`src/hdl/smpmc_pkg.sv`:
```
// constants for the supply monitor and power mode controller
package smpmc_pkg;

  // register indexes; byte address on the bus is four times the index
  localparam logic [7:0] SUPPLY_INTEGRITY_STATUS_CTRL_IDX = 8'h3a;
  localparam logic [7:0] THCR_IDX = 8'h3e;
  localparam logic [7:0] PCTL_IDX = 8'h40;
  localparam logic [7:0] PSTAT_IDX = 8'h41;
  localparam int ADR_W = 10;

  // supply_integrity_status_ctrl fields
  localparam int SI_CR_LSB = 5;
  localparam int SI_LOWVOLT_RESET_FLAG = 2;
  localparam int SI_SUPPLY_WARNING_FLAG = 1;
  localparam int SI_SUPPLY_WARNING_IRQ_ENABLE = 0;
  localparam logic [1:0] SI_RST_CR = 2'h3;

  // supply_warning_threshold_sel fields
  localparam int TH_CK_LSB = 5;
  localparam logic [2:0] TH_RST_CK = 3'h0;
  localparam logic [1:0] TH_RST_AVD = 2'h3;
  localparam logic [1:0] AVD_LOW = 2'h0;
  localparam logic [1:0] AVD_MED = 2'h1;
  localparam logic [1:0] AVD_HIGH = 2'h2;
  localparam logic [1:0] AVD_OFF = 2'h3;

  // power control register fields
  localparam int PC_SLOW = 0;
  localparam int PC_TIMEBASE_IRQ_ENABLE = 1;
  localparam int PC_OVERFLOW_IRQ_ENABLE = 2;
  localparam int PC_TCK_LSB = 3;
  localparam int PC_WATCHDOG_HALT_OPTION = 5;
  localparam int PC_WDGEN = 6;
  localparam int PC_DLY512 = 7;
  localparam logic [7:0] PC_RST = 8'h00;
  localparam logic [1:0] TCK_ACTIVE_HALT = 2'h1;

  // timing counts in main oscillator cycles
  localparam int SLOW_DIV = 32;
  localparam int DLY_SHORT = 256;
  localparam int DLY_LONG = 512;

  typedef enum logic [4:0] {
    ST_RUN = 5'h01,
    ST_WAIT = 5'h02,
    ST_AHALT = 5'h04,
    ST_HALT = 5'h08,
    ST_START = 5'h10
  } smpmc_state_t;

endpackage

```
`src/hdl/smpmc_top.sv`:
```
// supply monitor status and power-saving mode sequencer
module smpmc_top
  import smpmc_pkg::*;
#(
  parameter int DLY_W = 10
) (
  // clock and reset
  input wire logic clk_sys_i,
  input wire logic resetn_i,
  // reset cause and power-on
  input wire logic por_i,
  input wire logic lvd_reset_i,
  // analog warning comparator at the selected threshold
  input wire logic avd_below_i,
  // wishbone slave
  input wire logic wb_cyc_i,
  input wire logic wb_stb_i,
  input wire logic wb_we_i,
  input wire logic [ADR_W-1:0] wb_adr_i,
  input wire logic [3:0] wb_sel_i,
  input wire logic [31:0] wb_dat_i,
  output logic [31:0] wb_dat_o,
  output logic wb_ack_o,
  // processor core
  input wire logic wfi_i,
  input wire logic halt_i,
  input wire logic irq_pending_i,
  input wire logic halt_wake_irq_i,
  input wire logic timer_irq_i,
  input wire logic avd_irq_ack_i,
  // interrupt and sequencing outputs
  output logic avd_irq_o,
  output logic imask_clr_o,
  output logic svc_irq_o,
  output logic fetch_rst_o,
  output logic wdg_reset_o,
  // clock gating, clock and detector settings, mode
  output logic osc_en_o,
  output logic cpu_clk_en_o,
  output logic periph_clk_en_o,
  output logic timer_clk_en_o,
  output logic [1:0] avd_thresh_o,
  output logic avd_en_o,
  output logic [2:0] rc_prescale_o,
  output logic [1:0] osc_trim_low_o,
  output logic [4:0] mode_o
);

  // ---------------------------------------------------------------
  // bus decode
  // ---------------------------------------------------------------
  logic wb_ack_ff;
  wire [7:0] idx = wb_adr_i[ADR_W-1:2];
  wire req = wb_cyc_i && wb_stb_i && !wb_ack_ff;
  // writes land at the edge where the master samples ack high
  wire wr_lane0 = wb_cyc_i && wb_stb_i && wb_ack_ff && wb_we_i && wb_sel_i[0];
  wire rd = req && !wb_we_i;
  wire hit_si = (idx == SUPPLY_INTEGRITY_STATUS_CTRL_IDX);
  wire hit_th = (idx == THCR_IDX);
  wire hit_pc = (idx == PCTL_IDX);
  wire hit_ps = (idx == PSTAT_IDX);
  wire wr_si = wr_lane0 && hit_si;
  wire wr_th = wr_lane0 && hit_th;
  wire wr_pc = wr_lane0 && hit_pc;
  wire rd_si = rd && hit_si;

  // ---------------------------------------------------------------
  // registers
  // ---------------------------------------------------------------
  logic [31:0] wb_dat_ff;
  logic avd_en_ff;
  logic lowvolt_reset_flag_ff;
  logic supply_warning_flag_ff;
  logic supply_warning_irq_enable_ff;
  logic [1:0] trim_ff;
  logic [1:0] avd_ff;
  logic [2:0] ck_ff;
  logic [7:0] pctl_ff;
  logic pend_ff;
  smpmc_state_t state_ff;
  smpmc_state_t nxt_state;
  logic start_rst_ff;
  logic nxt_start_rst;
  logic imask_clr_ff;
  logic svc_irq_ff;
  logic fetch_rst_ff;
  logic wdg_reset_ff;
  logic osc_en_ff;
  logic periph_en_ff;
  logic timer_en_ff;

  // ---------------------------------------------------------------
  // power control fields
  // ---------------------------------------------------------------
  wire slow = pctl_ff[PC_SLOW];
  wire timebase_irq_enable = pctl_ff[PC_TIMEBASE_IRQ_ENABLE];
  wire overflow_irq_enable = pctl_ff[PC_OVERFLOW_IRQ_ENABLE];
  wire [1:0] tck = pctl_ff[PC_TCK_LSB +: 2];
  wire wdg_halt_opt = pctl_ff[PC_WATCHDOG_HALT_OPTION];
  wire wdg_en = pctl_ff[PC_WDGEN];
  wire [DLY_W-1:0] dly_len = pctl_ff[PC_DLY512] ? DLY_W'(DLY_LONG) : DLY_W'(DLY_SHORT);

  wire in_halt = (state_ff == ST_HALT);
  wire active_halt_sel = timebase_irq_enable || (overflow_irq_enable && (tck == TCK_ACTIVE_HALT));
  wire halt_wdg_rst = wdg_en && wdg_halt_opt;

  // ---------------------------------------------------------------
  // supply-warning flag and interrupt
  // ---------------------------------------------------------------
  // comparator output is masked when the detector is switched off
  wire avd_on = (avd_ff != AVD_OFF);
  wire nxt_supply_warning_flag = in_halt ? supply_warning_flag_ff : (avd_on && avd_below_i);
  wire avd_rise = nxt_supply_warning_flag && !supply_warning_flag_ff;
  wire avd_set = avd_rise && supply_warning_irq_enable_ff;
  // set wins over the service acknowledge in the same cycle
  wire nxt_pend = avd_set || (pend_ff && !avd_irq_ack_i);

  // low-voltage reset flag: kept through other resets except power-on, cleared by power-on or read
  wire nxt_lowvolt_reset_flag = lvd_reset_i ? 1'b1 : (por_i ? 1'b0 : lowvolt_reset_flag_ff);
  wire lowvolt_reset_flag_rd_clr = rd_si && !in_halt;

  // ---------------------------------------------------------------
  // read mux
  // ---------------------------------------------------------------
  wire [7:0] si_val = {1'b0, trim_ff, 2'b00, lowvolt_reset_flag_ff, supply_warning_flag_ff, supply_warning_irq_enable_ff};
  wire [7:0] th_val = {ck_ff, 3'b000, avd_ff};
  wire [7:0] ps_val = {3'b000, state_ff};
  wire [7:0] rd_val = hit_si ? si_val :
                      hit_th ? th_val :
                      hit_pc ? pctl_ff :
                      hit_ps ? ps_val : 8'h00;

  // ---------------------------------------------------------------
  // mode sequencer
  // ---------------------------------------------------------------
  wire dly_done;
  wire start_dly = (state_ff != ST_START) && (nxt_state == ST_START);
  wire wait_wake = irq_pending_i || pend_ff;
  wire enter_sleep = (state_ff == ST_RUN) && (nxt_state != ST_RUN);

  always_comb begin
    nxt_state = state_ff;
    nxt_start_rst = start_rst_ff;
    case (state_ff)
      ST_RUN: begin
        if (wfi_i) begin
          nxt_state = ST_WAIT;
        end else if (halt_i && !halt_wdg_rst) begin
          nxt_state = active_halt_sel ? ST_AHALT : ST_HALT;
        end
      end
      ST_WAIT: begin
        if (wait_wake) begin
          nxt_state = ST_RUN;
        end
      end
      ST_AHALT: begin
        if (timer_irq_i) begin
          nxt_state = ST_RUN;
        end
      end
      ST_HALT: begin
        if (halt_wake_irq_i) begin
          nxt_state = ST_START;
          nxt_start_rst = 1'b0;
        end
      end
      ST_START: begin
        if (dly_done) begin
          nxt_state = ST_RUN;
        end
      end
      default: begin
        nxt_state = ST_START;
        nxt_start_rst = 1'b1;
      end
    endcase
  end

  // wake-up service pulse: to run from a sleep state or a delayed wake
  wire nxt_svc = (nxt_state == ST_RUN) && (state_ff != ST_RUN) &&
                 !((state_ff == ST_START) && start_rst_ff);
  wire nxt_fetch = (state_ff == ST_START) && dly_done && start_rst_ff;

  // oscillator stays off only in halt
  wire nxt_osc = (nxt_state != ST_HALT);
  wire nxt_periph = (nxt_state == ST_RUN) || (nxt_state == ST_WAIT);
  wire nxt_timer = nxt_periph || (nxt_state == ST_AHALT);
  wire cpu_run = (nxt_state == ST_RUN);

  // ---------------------------------------------------------------
  // sequential logic
  // ---------------------------------------------------------------
  always_ff @(posedge clk_sys_i) begin
    if (!resetn_i) begin
      wb_ack_ff <= 1'b0;
      wb_dat_ff <= 32'h0000_0000;
    end else begin
      wb_ack_ff <= req;
      wb_dat_ff <= rd ? {24'h00_0000, rd_val} : 32'h0000_0000;
    end
  end

  // lvd flag survives system reset; only power-on or a read clears it
  always_ff @(posedge clk_sys_i) begin
    if (lowvolt_reset_flag_rd_clr && !lvd_reset_i) begin
      lowvolt_reset_flag_ff <= 1'b0;
    end else begin
      lowvolt_reset_flag_ff <= nxt_lowvolt_reset_flag;
    end
  end

  always_ff @(posedge clk_sys_i) begin
    if (!resetn_i) begin
      supply_warning_flag_ff <= 1'b0;
      supply_warning_irq_enable_ff <= 1'b0;
      trim_ff <= SI_RST_CR;
      pend_ff <= 1'b0;
    end else begin
      supply_warning_flag_ff <= nxt_supply_warning_flag;
      pend_ff <= nxt_pend;
      if (wr_si && !in_halt) begin
        supply_warning_irq_enable_ff <= wb_dat_i[SI_SUPPLY_WARNING_IRQ_ENABLE];
        trim_ff <= wb_dat_i[SI_CR_LSB +: 2];
      end
    end
  end

  always_ff @(posedge clk_sys_i) begin
    if (!resetn_i) begin
      avd_ff <= TH_RST_AVD;
      ck_ff <= TH_RST_CK;
      pctl_ff <= PC_RST;
      avd_en_ff <= 1'b0;
    end else begin
      avd_en_ff <= avd_on;
      if (wr_th) begin
        avd_ff <= wb_dat_i[1:0];
        ck_ff <= wb_dat_i[TH_CK_LSB +: 3];
      end
      if (wr_pc) begin
        pctl_ff <= wb_dat_i[7:0];
      end
    end
  end

  // every reset, including one that ends active-halt, runs the delay
  always_ff @(posedge clk_sys_i) begin
    if (!resetn_i) begin
      state_ff <= ST_START;
      start_rst_ff <= 1'b1;
      imask_clr_ff <= 1'b0;
      svc_irq_ff <= 1'b0;
      fetch_rst_ff <= 1'b0;
      wdg_reset_ff <= 1'b0;
      osc_en_ff <= 1'b1;
      periph_en_ff <= 1'b0;
      timer_en_ff <= 1'b0;
    end else begin
      state_ff <= nxt_state;
      start_rst_ff <= nxt_start_rst;
      imask_clr_ff <= enter_sleep;
      svc_irq_ff <= nxt_svc;
      fetch_rst_ff <= nxt_fetch;
      wdg_reset_ff <= (state_ff == ST_RUN) && halt_i && !wfi_i && halt_wdg_rst;
      osc_en_ff <= nxt_osc;
      periph_en_ff <= nxt_periph;
      timer_en_ff <= nxt_timer;
    end
  end

  // ---------------------------------------------------------------
  // submodules
  // ---------------------------------------------------------------
  smpmc_delay #(
    .W(DLY_W)
  ) u_delay (
    .clk_sys_i(clk_sys_i),
    .resetn_i(resetn_i),
    .start_i(start_dly),
    .len_i(dly_len),
    .done_o(dly_done)
  );

  // cpu clock stops in wait and both halts, slowed by 32 in slow mode
  smpmc_clkdiv #(
    .DIV(SLOW_DIV)
  ) u_div (
    .clk_sys_i(clk_sys_i),
    .resetn_i(resetn_i),
    .run_i(cpu_run),
    .slow_i(slow),
    .tick_o(cpu_clk_en_o)
  );

  // ---------------------------------------------------------------
  // outputs
  // ---------------------------------------------------------------
  assign wb_ack_o = wb_ack_ff;
  assign wb_dat_o = wb_dat_ff;
  assign avd_irq_o = pend_ff;
  assign imask_clr_o = imask_clr_ff;
  assign svc_irq_o = svc_irq_ff;
  assign fetch_rst_o = fetch_rst_ff;
  assign wdg_reset_o = wdg_reset_ff;
  assign osc_en_o = osc_en_ff;
  assign periph_clk_en_o = periph_en_ff;
  assign timer_clk_en_o = timer_en_ff;
  assign avd_thresh_o = avd_ff;
  assign avd_en_o = avd_en_ff;
  assign rc_prescale_o = ck_ff;
  assign osc_trim_low_o = trim_ff;
  assign mode_o = state_ff;

endmodule

```
`src/hdl/smpmc_clkdiv.sv`:
```
// cpu clock enable divider for slow mode; peripheral clock enable is not divided
module smpmc_clkdiv
  import smpmc_pkg::*;
#(
  parameter int DIV = SLOW_DIV
) (
  // clock and reset
  input wire logic clk_sys_i,
  input wire logic resetn_i,
  // control
  input wire logic run_i,
  input wire logic slow_i,
  // enable out
  output logic tick_o
);
  initial begin
    if (DIV < 2) begin
      $error("divider must be at least 2");
    end
  end

  localparam int CW = $clog2(DIV);
  logic [CW-1:0] cnt_ff;
  logic tick_ff;
  wire wrap = (cnt_ff == CW'(DIV - 1));
  wire [CW-1:0] nxt_cnt = (wrap || !slow_i) ? '0 : cnt_ff + CW'(1);
  wire nxt_tick = run_i && (!slow_i || wrap);

  always_ff @(posedge clk_sys_i) begin
    if (!resetn_i) begin
      cnt_ff <= '0;
      tick_ff <= 1'b0;
    end else begin
      cnt_ff <= nxt_cnt;
      tick_ff <= nxt_tick;
    end
  end

  assign tick_o = tick_ff;
endmodule

```
`src/hdl/smpmc_delay.sv`:
```
// restart stabilisation delay counter
module smpmc_delay
  import smpmc_pkg::*;
#(
  parameter int W = 10
) (
  // clock and reset
  input wire logic clk_sys_i,
  input wire logic resetn_i,
  // control
  input wire logic start_i,
  input wire logic [W-1:0] len_i,
  // status
  output logic done_o
);
  initial begin
    if ((1 << W) <= DLY_LONG) begin
      $error("delay counter too narrow");
    end
  end

  logic [W-1:0] cnt_ff;
  logic busy_ff;
  logic done_ff;
  wire last = busy_ff && (cnt_ff == W'(1));

  always_ff @(posedge clk_sys_i) begin
    if (!resetn_i) begin
      // reset preloads the count so the startup delay runs from release
      cnt_ff <= len_i;
      busy_ff <= 1'b1;
      done_ff <= 1'b0;
    end else if (start_i) begin
      cnt_ff <= len_i;
      busy_ff <= 1'b1;
      done_ff <= 1'b0;
    end else begin
      cnt_ff <= busy_ff ? cnt_ff - W'(1) : cnt_ff;
      busy_ff <= busy_ff && !last;
      done_ff <= last;
    end
  end

  assign done_o = done_ff;
endmodule

```
`config.mk`:
```
export PLATFORM = sky130hd
export DESIGN_NAME = smpmc_top
export DESIGN_NICKNAME = d
export VERILOG_FILES = /design/src/hdl/smpmc_pkg.sv /design/src/hdl/smpmc_top.sv /design/src/hdl/smpmc_clkdiv.sv /design/src/hdl/smpmc_delay.sv
export SDC_FILE = /design/constraint.sdc
export NUM_CORES = 1
export LEC_CHECK = 0
export BUFFER_PORTS_ARGS = -buffer_cell sky130_fd_sc_hd__buf_2
export CAP_MARGIN = 30
export CORE_MARGIN = 2
export CORE_UTILIZATION = 35
export CTS_BUF_LIST = sky130_fd_sc_hd__clkbuf_8
export CTS_CLUSTER_DIAMETER = 50
export CTS_CLUSTER_SIZE = 28
export DETAILED_ROUTE_END_ITERATION = 8
export MAX_ROUTING_LAYER = met4
export PLACE_DENSITY = 0.68
export SETUP_SLACK_MARGIN = 0.05
export SLEW_MARGIN = 10
export SYNTH_ARGS = -nofsm -noshare
export SYNTH_HDL_FRONTEND = slang
export SYNTH_HIERARCHICAL = 1
export SYNTH_SLANG_ARGS = --single-unit
```
`constraint.sdc`:
```
create_clock -name clk_sys_i -period 2.45 [get_ports clk_sys_i]
set_input_delay 0.245 -clock clk_sys_i [delete_from_list [all_inputs] [get_ports clk_sys_i]]
set_output_delay 0.245 -clock clk_sys_i [all_outputs]
set_load 0.005 [all_outputs]
```
# [After elaboration in Yosys (flattened, before gate mapping)]
# Index checks and enable logic that the tools add are counted.
[word_totals] reg_bits=84 output_inout_bits=55 inputBits=60
[op_classes] eq_ne=23 mux=21 n_addsub=2 bitwise=3 n_reduce_logical=58
[op_table] op="10-bit two-way mux" n=4
[op_table] op="5-bit two-way mux" n=7
[op_table] op="1-bit logical AND" n=33
[op_table] op="5-bit one-hot mux with 5 select lines" n=1
[op_table] op="8-bit two-way mux" n=3
[op_table] op="8-bit by 6-bit == test with 1-bit output (second input constant)" n=2
[op_table] op="8-bit by 7-bit == test with 1-bit output (second input constant)" n=2
[op_table] op="5-bit == test (second input constant)" n=3
[op_table] op="1-bit logical NOT" n=11
[op_table] op="10-bit by 1-bit == test with 1-bit output (second input constant)" n=1
[op_table] op="5-bit by 1-bit == test with 1-bit output (second input constant)" n=2
[op_table] op="5-bit by 2-bit == test with 1-bit output (second input constant)" n=2
[op_table] op="5-bit by 3-bit == test with 1-bit output (second input constant)" n=2
[op_table] op="5-bit by 1-bit inequality test with 1-bit output (second input constant)" n=2
[op_table] op="10-bit by 1-bit subtractor with 10-bit output (second input constant)" n=1
[op_table] op="4-bit OR reduction" n=2
[op_table] op="1-bit logical OR" n=6
[op_table] op="5-bit by 1-bit adder with 5-bit output (second input constant)" n=1
[op_table] op="5-bit by 4-bit == test with 1-bit output (second input constant)" n=1
[op_table] op="5-bit by 4-bit inequality test with 1-bit output (second input constant)" n=1
[op_table] op="5-bit inequality test (second input constant)" n=1
[op_table] op="1-bit two-way mux" n=4
[op_table] op="4-bit two-way mux" n=1
[op_table] op="2-bit inequality test (second input constant)" n=2
[op_table] op="8 further kinds" n=12

# [Depth between registers and ports, before layout]
# Gate-level depths: netlist of run 1.
[depth] ltp_word=11 mapped_depth=9 mapped_depth_nobuf=7

# [Modules after synthesis]
# Netlist of run 1, hierarchy kept.
[modules_own_cells] mod="smpmc_top" area_per_inst_um2=2222.1 cells_each=256 instances=1 seq_area_each_um2=840.8
[modules_own_cells] mod="smpmc_delay" area_per_inst_um2=670.6 cells_each=66 instances=1 seq_area_each_um2=340.3
[modules_own_cells] mod="smpmc_clkdiv" area_per_inst_um2=244.0 cells_each=22 instances=1 seq_area_each_um2=120.1

# [Worst setup path after synthesis of run 1]
# No wires, ideal clock.
[synth_path] path_type="register to register" startpoint="register state_ff[1], in the netlist mode_o[1]" endpoint="register u_delay.cnt_ff[3] (data pin)" setup_ns=0.274 arrival_time_ns=1.799 path_buffers=2 setup_slack_ns=0.377 stages_incl_launch_ff=8 path_cell_list="dfxtp_1 > buf_6 > or3b_1 > a211oi_1 > nor2_1 > nor2b_1 > clkbuf_1 > a31oi_1"
[synth_between] elab_chain_len=7 word_cells_on_any_way=17 classes_between="eq/ne (7); mux (9); reduce/logical (1)"
[synth_rtl] item="from (decl)" line_no="smpmc_top.sv:80" text="smpmc_state_t state_ff;"
[synth_rtl] item="from (signal assigned)" line_no="smpmc_top.sv:260" text="state_ff <= nxt_state;"
[synth_rtl] item="5-bit two-way mux" line_no="smpmc_top.sv:148" text="end else if (halt_i && !halt_wdg_rst) begin"
[synth_rtl] item="5-bit two-way mux" line_no="smpmc_top.sv:146" text="if (wfi_i) begin"
[synth_rtl] item="5-bit one-hot mux with 5 select lines" line_no="smpmc_top.sv:144" text="case (state_ff)"
[synth_rtl] item="5-bit == test" line_no="smpmc_top.sv:137" text="wire start_dly = (state_ff != ST_START) && (nxt_state == ST_START);"
[synth_rtl] item="1-bit logical AND (*)" line_no="smpmc_top.sv:137"
[synth_rtl] item="net start_dly" line_no="smpmc_top.sv:137"
[synth_rtl] item="10-bit two-way mux (*)" line_no="smpmc_delay.sv:33" text="end else if (start_i) begin"
[synth_rtl] item="10-bit two-way mux (*)" line_no="smpmc_delay.sv:28" text="if (!resetn_i) begin"
[synth_rtl] item="to (signal assigned)" line_no="smpmc_delay.sv:30" text="cnt_ff <= len_i;"
[synth_rtl] item="to (signal assigned)" line_no="smpmc_delay.sv:34" text="cnt_ff <= len_i;"
[synth_rtl] item="to (signal assigned)" line_no="smpmc_delay.sv:38" text="cnt_ff <= busy_ff ? cnt_ff - W'(1) : cnt_ff;"
[synth_rtl] item="to (decl)" line_no="smpmc_delay.sv:22" text="logic [W-1:0] cnt_ff;"
# Mark *: on every way through the listed nets, which the timed path passes. The rest lies on a longest branch.
# A chain may end at the register's enable or synchronous reset.

# [Worst setup path after layout of run 1]
[layout_path] startpoint="register state_ff[2], in the netlist mode_o[2]" endpoint="register u_delay.cnt_ff[2] (enable)"
[layout_between] elab_chain_len=6 word_cells_on_any_way=16 classes_between="eq/ne (8); mux (7); reduce/logical (1)"
[layout_rtl] item="5-bit two-way mux" line_no="smpmc_top.sv:148"
[layout_rtl] item="5-bit two-way mux" line_no="smpmc_top.sv:146"
[layout_rtl] item="5-bit one-hot mux with 5 select lines" line_no="smpmc_top.sv:144"
[layout_rtl] item="5-bit == test" line_no="smpmc_top.sv:137"
[layout_rtl] item="1-bit logical AND (*)" line_no="smpmc_top.sv:137"
[layout_rtl] item="net start_dly" line_no="smpmc_top.sv:137"
[layout_rtl] item="3-bit by 1-bit inequality test with 1-bit output (no source line) (*)"
# Marked as above.

==> results of run 1 <==
-- cell families (layout without fill, tap and decap cells) --
logic type,after synthesis,count (layout)
simple gates,138,138
xor+xnor,5,5
buf+inv,47,90
other cells,1,32
mux,9,9
flops,60,60
compound gates,80,80
fa+ha+maj,4,4
-- flip-flops by register name, indices dropped and copies added (netlist names), 2 cells and up --
register,flops
mode_o,5
osc_trim_low_o,2
avd_thresh_o,2
wb_dat_o,8
rc_prescale_o,3
pctl_ff,8
u_div/cnt_ff,5
u_delay/cnt_ff,10
-- cell usage after synthesis (all sizes together), types with 3 or more instances --
library cell,number,area share
nand2,16,0.019
a31oi,9,0.020
ha,4,0.016
and3,5,0.010
nand4,3,0.0060
buf,34,0.084
nor3b,3,0.0072
edfxtp,10,0.096
or3,7,0.015
dfxtp,50,0.32
a21oi,20,0.032
inv,6,0.0072
nand4b,4,0.011
nor4,3,0.0080
o21ai,28,0.045
nor2,24,0.030
mux2i,3,0.0096
and4,3,0.0084
o31ai,3,0.0072
a22oi,3,0.0072
nor2b,5,0.012
xnor2,4,0.011
clkbuf,6,0.0076
nor3,10,0.020
nand3b,3,0.0072
or4,5,0.015
mux2,6,0.022
and3b,3,0.0084
nand3,24,0.038
or2,3,0.0060
nand2b,7,0.014
-- layer usage --
layer  GRT usage  up-vias  share of wire  wire length [um]
li1            -     1355              -                 -
met1       0.207     1259           0.47              3450
met2       0.228       95           0.46              3380
met3      0.0426       10          0.058               426
met4      0.0611        0          0.014               105
met5           -        -              0                 0
-- power by group through the flow --
stage,Sequential [mW],Combinational (mW),Clock (mW)
floorplan,1.06,0.116,0
global placement,1.07,0.137,0
detailed placement,1.07,0.140,0
CTS,1.05,0.141,0.848
global route,1.05,0.160,0.897
finish,1.05,0.142,0.828
-- cell usage in the layout, fill, tap and decap left out, types with 5 or more instances in the layout --
cell                       count
sky130_fd_sc_hd__a21oi_1      20
sky130_fd_sc_hd__a31oi_1       8
sky130_fd_sc_hd__and3_1        5
sky130_fd_sc_hd__buf_2        61
sky130_fd_sc_hd__buf_4         6
sky130_fd_sc_hd__clkbuf_8      9
sky130_fd_sc_hd__conb_1       32
sky130_fd_sc_hd__dfxtp_1      50
sky130_fd_sc_hd__edfxtp_1     10
sky130_fd_sc_hd__inv_1         7
sky130_fd_sc_hd__mux2_2        6
sky130_fd_sc_hd__nand2_1      16
sky130_fd_sc_hd__nand2b_1      7
sky130_fd_sc_hd__nand3_1      24
sky130_fd_sc_hd__nor2_1       23
sky130_fd_sc_hd__nor3_1        9
sky130_fd_sc_hd__o21ai_0      28
-- worst min path at each step --
stage / end / depth (start not counted) / startpoint / slack, ns
2_1_floorplan: wdg_reset_o / 1 / wfi_i / 0.32
4_1_cts: lowvolt_reset_flag_ff / 2 / lvd_reset_i / 0.09
5_1_grt: lowvolt_reset_flag_ff / 2 / lvd_reset_i / 0.08
3_5_place_dp: u_delay/done_o / 2 / u_delay/busy_ff / 0.43
3_3_place_gp: u_delay/done_o / 2 / u_delay/busy_ff / 0.43
6_report: lowvolt_reset_flag_ff / 2 / lvd_reset_i / 0.1
-- through the flow --
step	setup WS, ns	utilization	hold WS (ns)
CTS	0.331	0.417	0.0884
finish	0.324	0.417	0.0955
detailed placement	0.358	0.396	0.434
floorplan	0.377	-	0.321
global placement	0.422	0.396	0.429
global route	0.206	0.417	0.0831
-- cell type report --
type | instances | area [um2] | area share
clock buffers | 9 | 124 | 0.0341
clock inverters | 7 | 58.8 | 0.0162
inverters | 7 | 26.3 | 0.00723
multi-input cells | 268 | 1640 | 0.451
flip-flops and latches | 60 | 1300 | 0.358
well taps | 108 | 135 | 0.0372
repair buffers | 67 | 350 | 0.0964
==> impl_summary.md, run 1 <==
Run status
The flow ran to the end, and the final reports show no timing, DRC or antenna violations.

Power and ir drop
The leakage power total is approximately 1.5 nW. Of the total power, registers draw 0.519. The combinational group share of total power is 0.071. Of the total power, the share spent switching nets is 0.238. The cell internal power dissipation is approximately 1.5 mW.

Summed over all nets, the switching power comes to between 0.4 and 0.5 mW. The clock group share of total power is 0.410. The worst-case IR drop observed on VDD is between 0.2 and 0.3 mV. Dividing total power by cell area gives a power density of approximately 560 nW/um2. The completed layout was analyzed and its total power is ~2.0 mW.

Die
The floorplan step defined a core boundary enclosing 8720 um2. 115 I/O pins were placed. The starting density of the core is 0.360. The width of the chip is between 90 and 100 um. The number of placement rows is 34. The die is between 90 and 100 um tall. The area of the die is 9740 um2.

Critical path
The capture instance of the worst register-to-register path is u_delay/cnt_ff[2]. The maximum cell stage delay along the critical path is roughly 0.64 ns. The number of buffers and inverters on the critical path is 0. STA puts the critical path data required time at between 2 and 2.5 ns.

The startpoint identified for the worst register-to-register timing path is mode_o[2]. The category of the most critical setup path is reg2reg. The slack of the worst reg-to-reg path is approximately 0.32 ns. The worst setup path is launched from a register. Counting stages on the worst path, the most repeated cell is sky130_fd_sc_hd__nand2b_1. The largest fanout on the critical path is 14. STA classifies the critical path endpoint as a register. The start point of the critical path is mode_o[2]. The number of stages on the worst setup path is 5. The slowest stage of the critical path is the sky130_fd_sc_hd__dfxtp_1 cell. The signal on the critical path passes through nand2b_1 > a21oi_1 > nor2_1 > nor2b_1 > nand2b_1. The worst reg2reg path depth is 5.

At the worst endpoint, the arrival time is 2.09 ns. The largest delay contributor family on the critical path is simple AND/OR/NAND/NOR gates. The timing endpoint of the critical path is u_delay/cnt_ff[2].

Clocking
For this design, the CTS-stage hold fixing added 0 buffers. TritonCTS built the clock tree. The H-tree was split into 3 levels. In this run the deepest clock path goes through 2 buffers. Once the clock tree was built, the setup fixing pass inserted 0 buffers.

The number of clock sinks is 60. The number of clock buffers inserted by TritonCTS is 9. The clock transition time at the flip-flop clock pins of the worst setup and hold paths is roughly 0.070 ns.

The root buffer cell is sky130_fd_sc_hd__clkbuf_8. Gates resized during post-CTS repair numbered 0. The source-to-sink clock delay at the later pin of the worst-skew pair is roughly 0.33 ns.

Layout
The count of inserted antenna diode cells is 0. The layout overhead on the synthesized area is 15.8%. Of the cells placed in the final design, the portion with a size suffix greater than 1 is 0.254. After routing the design area is 3630 um2.

The count of cells in the finished layout, fillers not included, comes to roughly 530. At the end of the flow, the number of nets in the layout was 477. The filler cells instantiated in the layout total around 870.

Timing
The number of setup violations in the final report is 0. The slew at the pin closest to its max-slew limit is 0.556 ns. The post-route clock skew is 0.0110 ns. Setup repair after global routing left no endpoint under its margin. Headroom to the max-slew limit came out at 0.627. The max-slew violation total from the final report is 0.

In the finished design, the share of the clock period the worst path needs comes to 0.868. The shortest clock period the worst path allows after layout is 2.13 ns. The setup TNS is 0 ns. Derived from the worst setup path, the maximum achievable clock frequency is 0.470 GHz. The count of endpoints failing hold in the final timing report is 0.

Global routing
The first-pass GRT wire length is between 10000 and 15000 um. The number of global-route vias before repair is about 2400. The number of antenna violations at the first check in global routing is 0. The maximum number of pins on one net before global-route repair is 21. In the global route stage, overall resource usage came out at 0.156. The total overflow left after global routing is 0.

Yosys
The complex-gate fraction of the synthesized area was 0.156. Of the total synthesized cell area, the portion taken by AND, OR, NAND and NOR gates is 0.266. For this run, the leading register cell type out of synthesis is sky130_fd_sc_hd__dfxtp_1. Counting flops and latches in the post-synthesis netlist gives 60. The sequential area share after synthesis is 0.415. The count of different cell masters after synthesis is between 60 and 70. Yosys printed 6 warnings. The share of synthesized flip-flops with an asynchronous set or reset is 0. Of the total synthesized cell area, the portion taken by XOR and XNOR cells is 0.0140.

The post-synthesis share of cell area spent on full adders, half adders and majority gates is 0.0160. The post-synthesis area per instance is 9.12 um2. The largest family of logic cells by synthesized area is simple AND/OR/NAND/NOR gates. The synthesized design contains 10 enable-type register cells.

The cell count after synthesis came out at about 340. Measured against the total synthesized area, the mux share comes to 0.0311. Summing every instance area after synthesis gives roughly 3100 um2.

Drt
The number of DRC markers after the initial detailed-route iteration is 143. The first detailed-routing pass ran for 5 iterations. The routed layout has ~2700 vias. After detailed routing, the total wire length is 7360 um. The via-per-instance ratio is between 5 and 6. The DRC violation count after routing is 0. In the final routed layout, each cell accounts on average for ~14 um. The post-detailed-route count of antenna-violating nets is 0.

Placed design
Detailed placement finished with a half-perimeter wire length of about 5500 um. The instance area at placement is 3450 um2. The number of instances in the placed design is just over 500.

The number of I/O port buffers is approximately 60. The last weighted congestion value of the routability-driven placer is between 0.9 and 1.

Flow run
Across the run, the number of max-cap violations was 0.

Min path
The path class of the lowest-slack min-delay path is in2reg.
(Power assumes the default switching activity.)
==> inputs of run 2 (changes only) <==
--- a/config.mk
+++ b/config.mk
@@ -5,7 +5,7 @@
 export SDC_FILE = /design/constraint.sdc
 export NUM_CORES = 1
 export LEC_CHECK = 0
-export BUFFER_PORTS_ARGS = -buffer_cell sky130_fd_sc_hd__buf_2
+export BUFFER_PORTS_ARGS = -buffer_cell sky130_fd_sc_hd__buf_4
 export CAP_MARGIN = 30
 export CORE_MARGIN = 2
 export CORE_UTILIZATION = 35
==> run 2 against run 1 <==
Die area unchanged. Non-clock buffer count shrank 3. Power grew 0.46%. Sequential power about the same. Final cell count down 0.57%. Largest cell class unchanged. Clock-buffer cell count rose by 3. Highest routed layer unchanged. Critical endpoint is now u_delay/cnt_ff[9].
==> impl_summary.md, run 2 (synthesis results as in run 1) <==
Drt
After the first detailed-routing iteration, the DRC count stood at approximately 210. The number of iterations in the first detailed-routing pass is 4. The final route contains 2725 vias. For this run, design rule violations remaining after detail routing come to 0. The routed wire length is 7410 um. Dividing the detail-routed wire length by the instance count gives 14.2 um. The via-per-instance ratio is between 5 and 6.

The post-detailed-route count of antenna-violating nets is 0.

Min path
The path class of the lowest-slack min-delay path is in2reg. The cell depth of the worst hold path is 2.

Clocking
The root buffer cell is sky130_fd_sc_hd__clkbuf_8. The count of H-tree levels built during CTS is 3. The later pin in the worst-skew pair is clocked with a latency of 0.33 ns. The number of gates resized after CTS was 0. Counting the buffers created by CTS gives 9. The clock passes through at most 2 buffers. The TritonCTS clock tree is done. The buffer count from post-CTS setup fixing is 0.

The number of hold buffers added after CTS is 0. The number of clock sinks is 60. The clock transition time at the flip-flop clock pins of the worst setup and hold paths is 0.07 ns.

Timing
The count of endpoints failing hold in the final timing report is 0. At the pin with the least slew margin, the transition time is between 0.5 and 0.6 ns. The max-slew violation total from the final report is 0.

Headroom to the max-slew limit came out at 0.621. The final critical-path share of the clock period is 0.859. The setup TNS is 0 ns. The post-route clock skew is ~0.0085 ns. The maximum achievable frequency is about 0.48 GHz. Setup repair after global routing left no endpoint under its margin. Subtracting the final worst setup slack from the clock period gives about 2.1 ns. The number of setup violations in the final report is 0.

Flow run
The max-capacitance violation count is 0.

Global routing
The number of global-route vias before repair is around 2500. The met3 track demand over resource is 0.0468. The global routing's busiest layer is met2. The number of antenna violations at the first check in global routing is 0. Across every metal layer, demand over resource in global routing totals 0.157. The residual overflow from global routing is 0. The met2 track utilization from global routing is 0.231. For this run, global-route usage on met1 was measured as 0.204.

The maximum number of pins on one net before global-route repair is 21. The first-pass GRT wire length is 12000 um.

Run status
The run finished with clean final reports.

Placed design
The last weighted congestion value of the routability-driven placer is around 0.91. Port buffering added 61 buffers. The number of instances in the placed design is between 500 and 600. The half-perimeter wire length after detailed placement is approximately 5500 um.

Die
The number of placement rows is 34. In this run the standard cell core region covers about 8700 um2. Pin placement for this block handled about 120 I/O pins. The die is ~99 um tall. The area of the die is slightly below 10000 um2.

The starting density of the core is 0.360. The width of the chip is a little under 100 um.

Critical path
The worst setup path is launched from a register. The largest fanout on the critical path is 14. For the worst flop-to-flop path, the logic depth is 7. The critical path is of the reg2reg type. Data arrives at the worst endpoint at around 2.2 ns. STA classifies the critical path endpoint as a register. The required time of the critical path is between 2 and 3 ns.

Layout
The total number of nets in the final design is roughly 470. The repair_antennas step left the layout with diodes totalling 0. The layout overhead on the synthesized area is 20.1%. The register with the most flip-flops in the final layout is u_delay/cnt_ff. For this run, the number of standard cells in the final layout without fillers is 523. In the layout the commonest cells are 64 x sky130_fd_sc_hd__buf_4, 50 x sky130_fd_sc_hd__dfxtp_1, 32 x sky130_fd_sc_hd__conb_1. The number of flip-flops under the largest register name is 10. The most common cell after layout, fill and taps aside is sky130_fd_sc_hd__buf_4. Of the cells placed in the final design, the portion with a size suffix greater than 1 is 0.255.

Power and ir drop
Summing internal, switching and leakage power gives 2.03 mW. The analysis attributes to cell leakage a power of 1.50 nW. In this run the power density over the cells is about 540 nW/um2. Across the VDD grid, the largest voltage drop is 0.261 mV.
run 2: changes by cell type in the layout (fill, tap and decap cells not counted):
| cell | delta |
|---|---|
| sky130_fd_sc_hd__clkinv_2 | +1 |
| sky130_fd_sc_hd__buf_2 | -61 |
| sky130_fd_sc_hd__inv_1 | -1 |
| sky130_fd_sc_hd__clkinv_1 | -2 |
| sky130_fd_sc_hd__clkbuf_8 | +3 |
| sky130_fd_sc_hd__inv_4 | +1 |
| sky130_fd_sc_hd__buf_4 | +58 |
| sky130_fd_sc_hd__clkinvlp_4 | -1 |
| sky130_fd_sc_hd__bufinv_16 | -1 |
run 2: worst max-delay path, stage by stage (launching register included):
cell                       delay [ns]
sky130_fd_sc_hd__dfxtp_1         0.62
sky130_fd_sc_hd__nor2b_1         0.30
sky130_fd_sc_hd__o21bai_1        0.12
sky130_fd_sc_hd__a211oi_1        0.22
sky130_fd_sc_hd__nor2_1          0.11
sky130_fd_sc_hd__nor2b_1         0.17
sky130_fd_sc_hd__buf_4           0.21
sky130_fd_sc_hd__a31oi_1         0.09
run 2: final timing paths:
kind | start | end | slack (ns)
max | mode_o[4] | u_delay/cnt_ff[9] | 0.35
min | lvd_reset_i | lowvolt_reset_flag_ff | 0.10
max reg2reg | mode_o[4] | u_delay/cnt_ff[9] | 0.35
min reg2reg | u_delay/busy_ff | u_delay/done_o | 0.45
run 2: routing by layer:
layer	vias up	wire (um)
met5	-	0
met4	0	119
met3	8	491
met2	92	3400
met1	1283	3400
li1	1342	-
run 2: per-stage QoR:
stage | area (um2) | hold WS (ns) | utilization | setup slack (ns)
after floorplan | 3250 | 0.321 | - | 0.377
after global placement | 3580 | 0.427 | 0.411 | 0.414
after detailed placement | 3580 | 0.433 | 0.411 | 0.387
after CTS | 3770 | 0.0907 | 0.432 | 0.377
after global routing | 3770 | 0.0864 | 0.432 | 0.149
final | 3770 | 0.100 | 0.432 | 0.346
run 2: layout make-up:
| class | instances | area [um2] |
|---|---|---|
| Tap cell | 108 | 135 |
| Inverter | 7 | 26.3 |
| Clock inverter | 4 | 21.3 |
| Timing Repair Buffer | 64 | 480 |
| Fill cell | 859 | 4950 |
| Sequential cell | 60 | 1300 |
| Multi-Input combinational cell | 268 | 1640 |
| Clock buffer | 12 | 165 |
run 2: power breakdown:
group | leakage [nW] | total (mW) | switching, mW | internal, mW
sequential | 0.507 | 1.05 | 0.0222 | 1.03
clock | 0.102 | 0.824 | 0.379 | 0.445
combinational | 0.892 | 0.156 | 0.0833 | 0.0729
total | 1.50 | 2.03 | 0.485 | 1.54
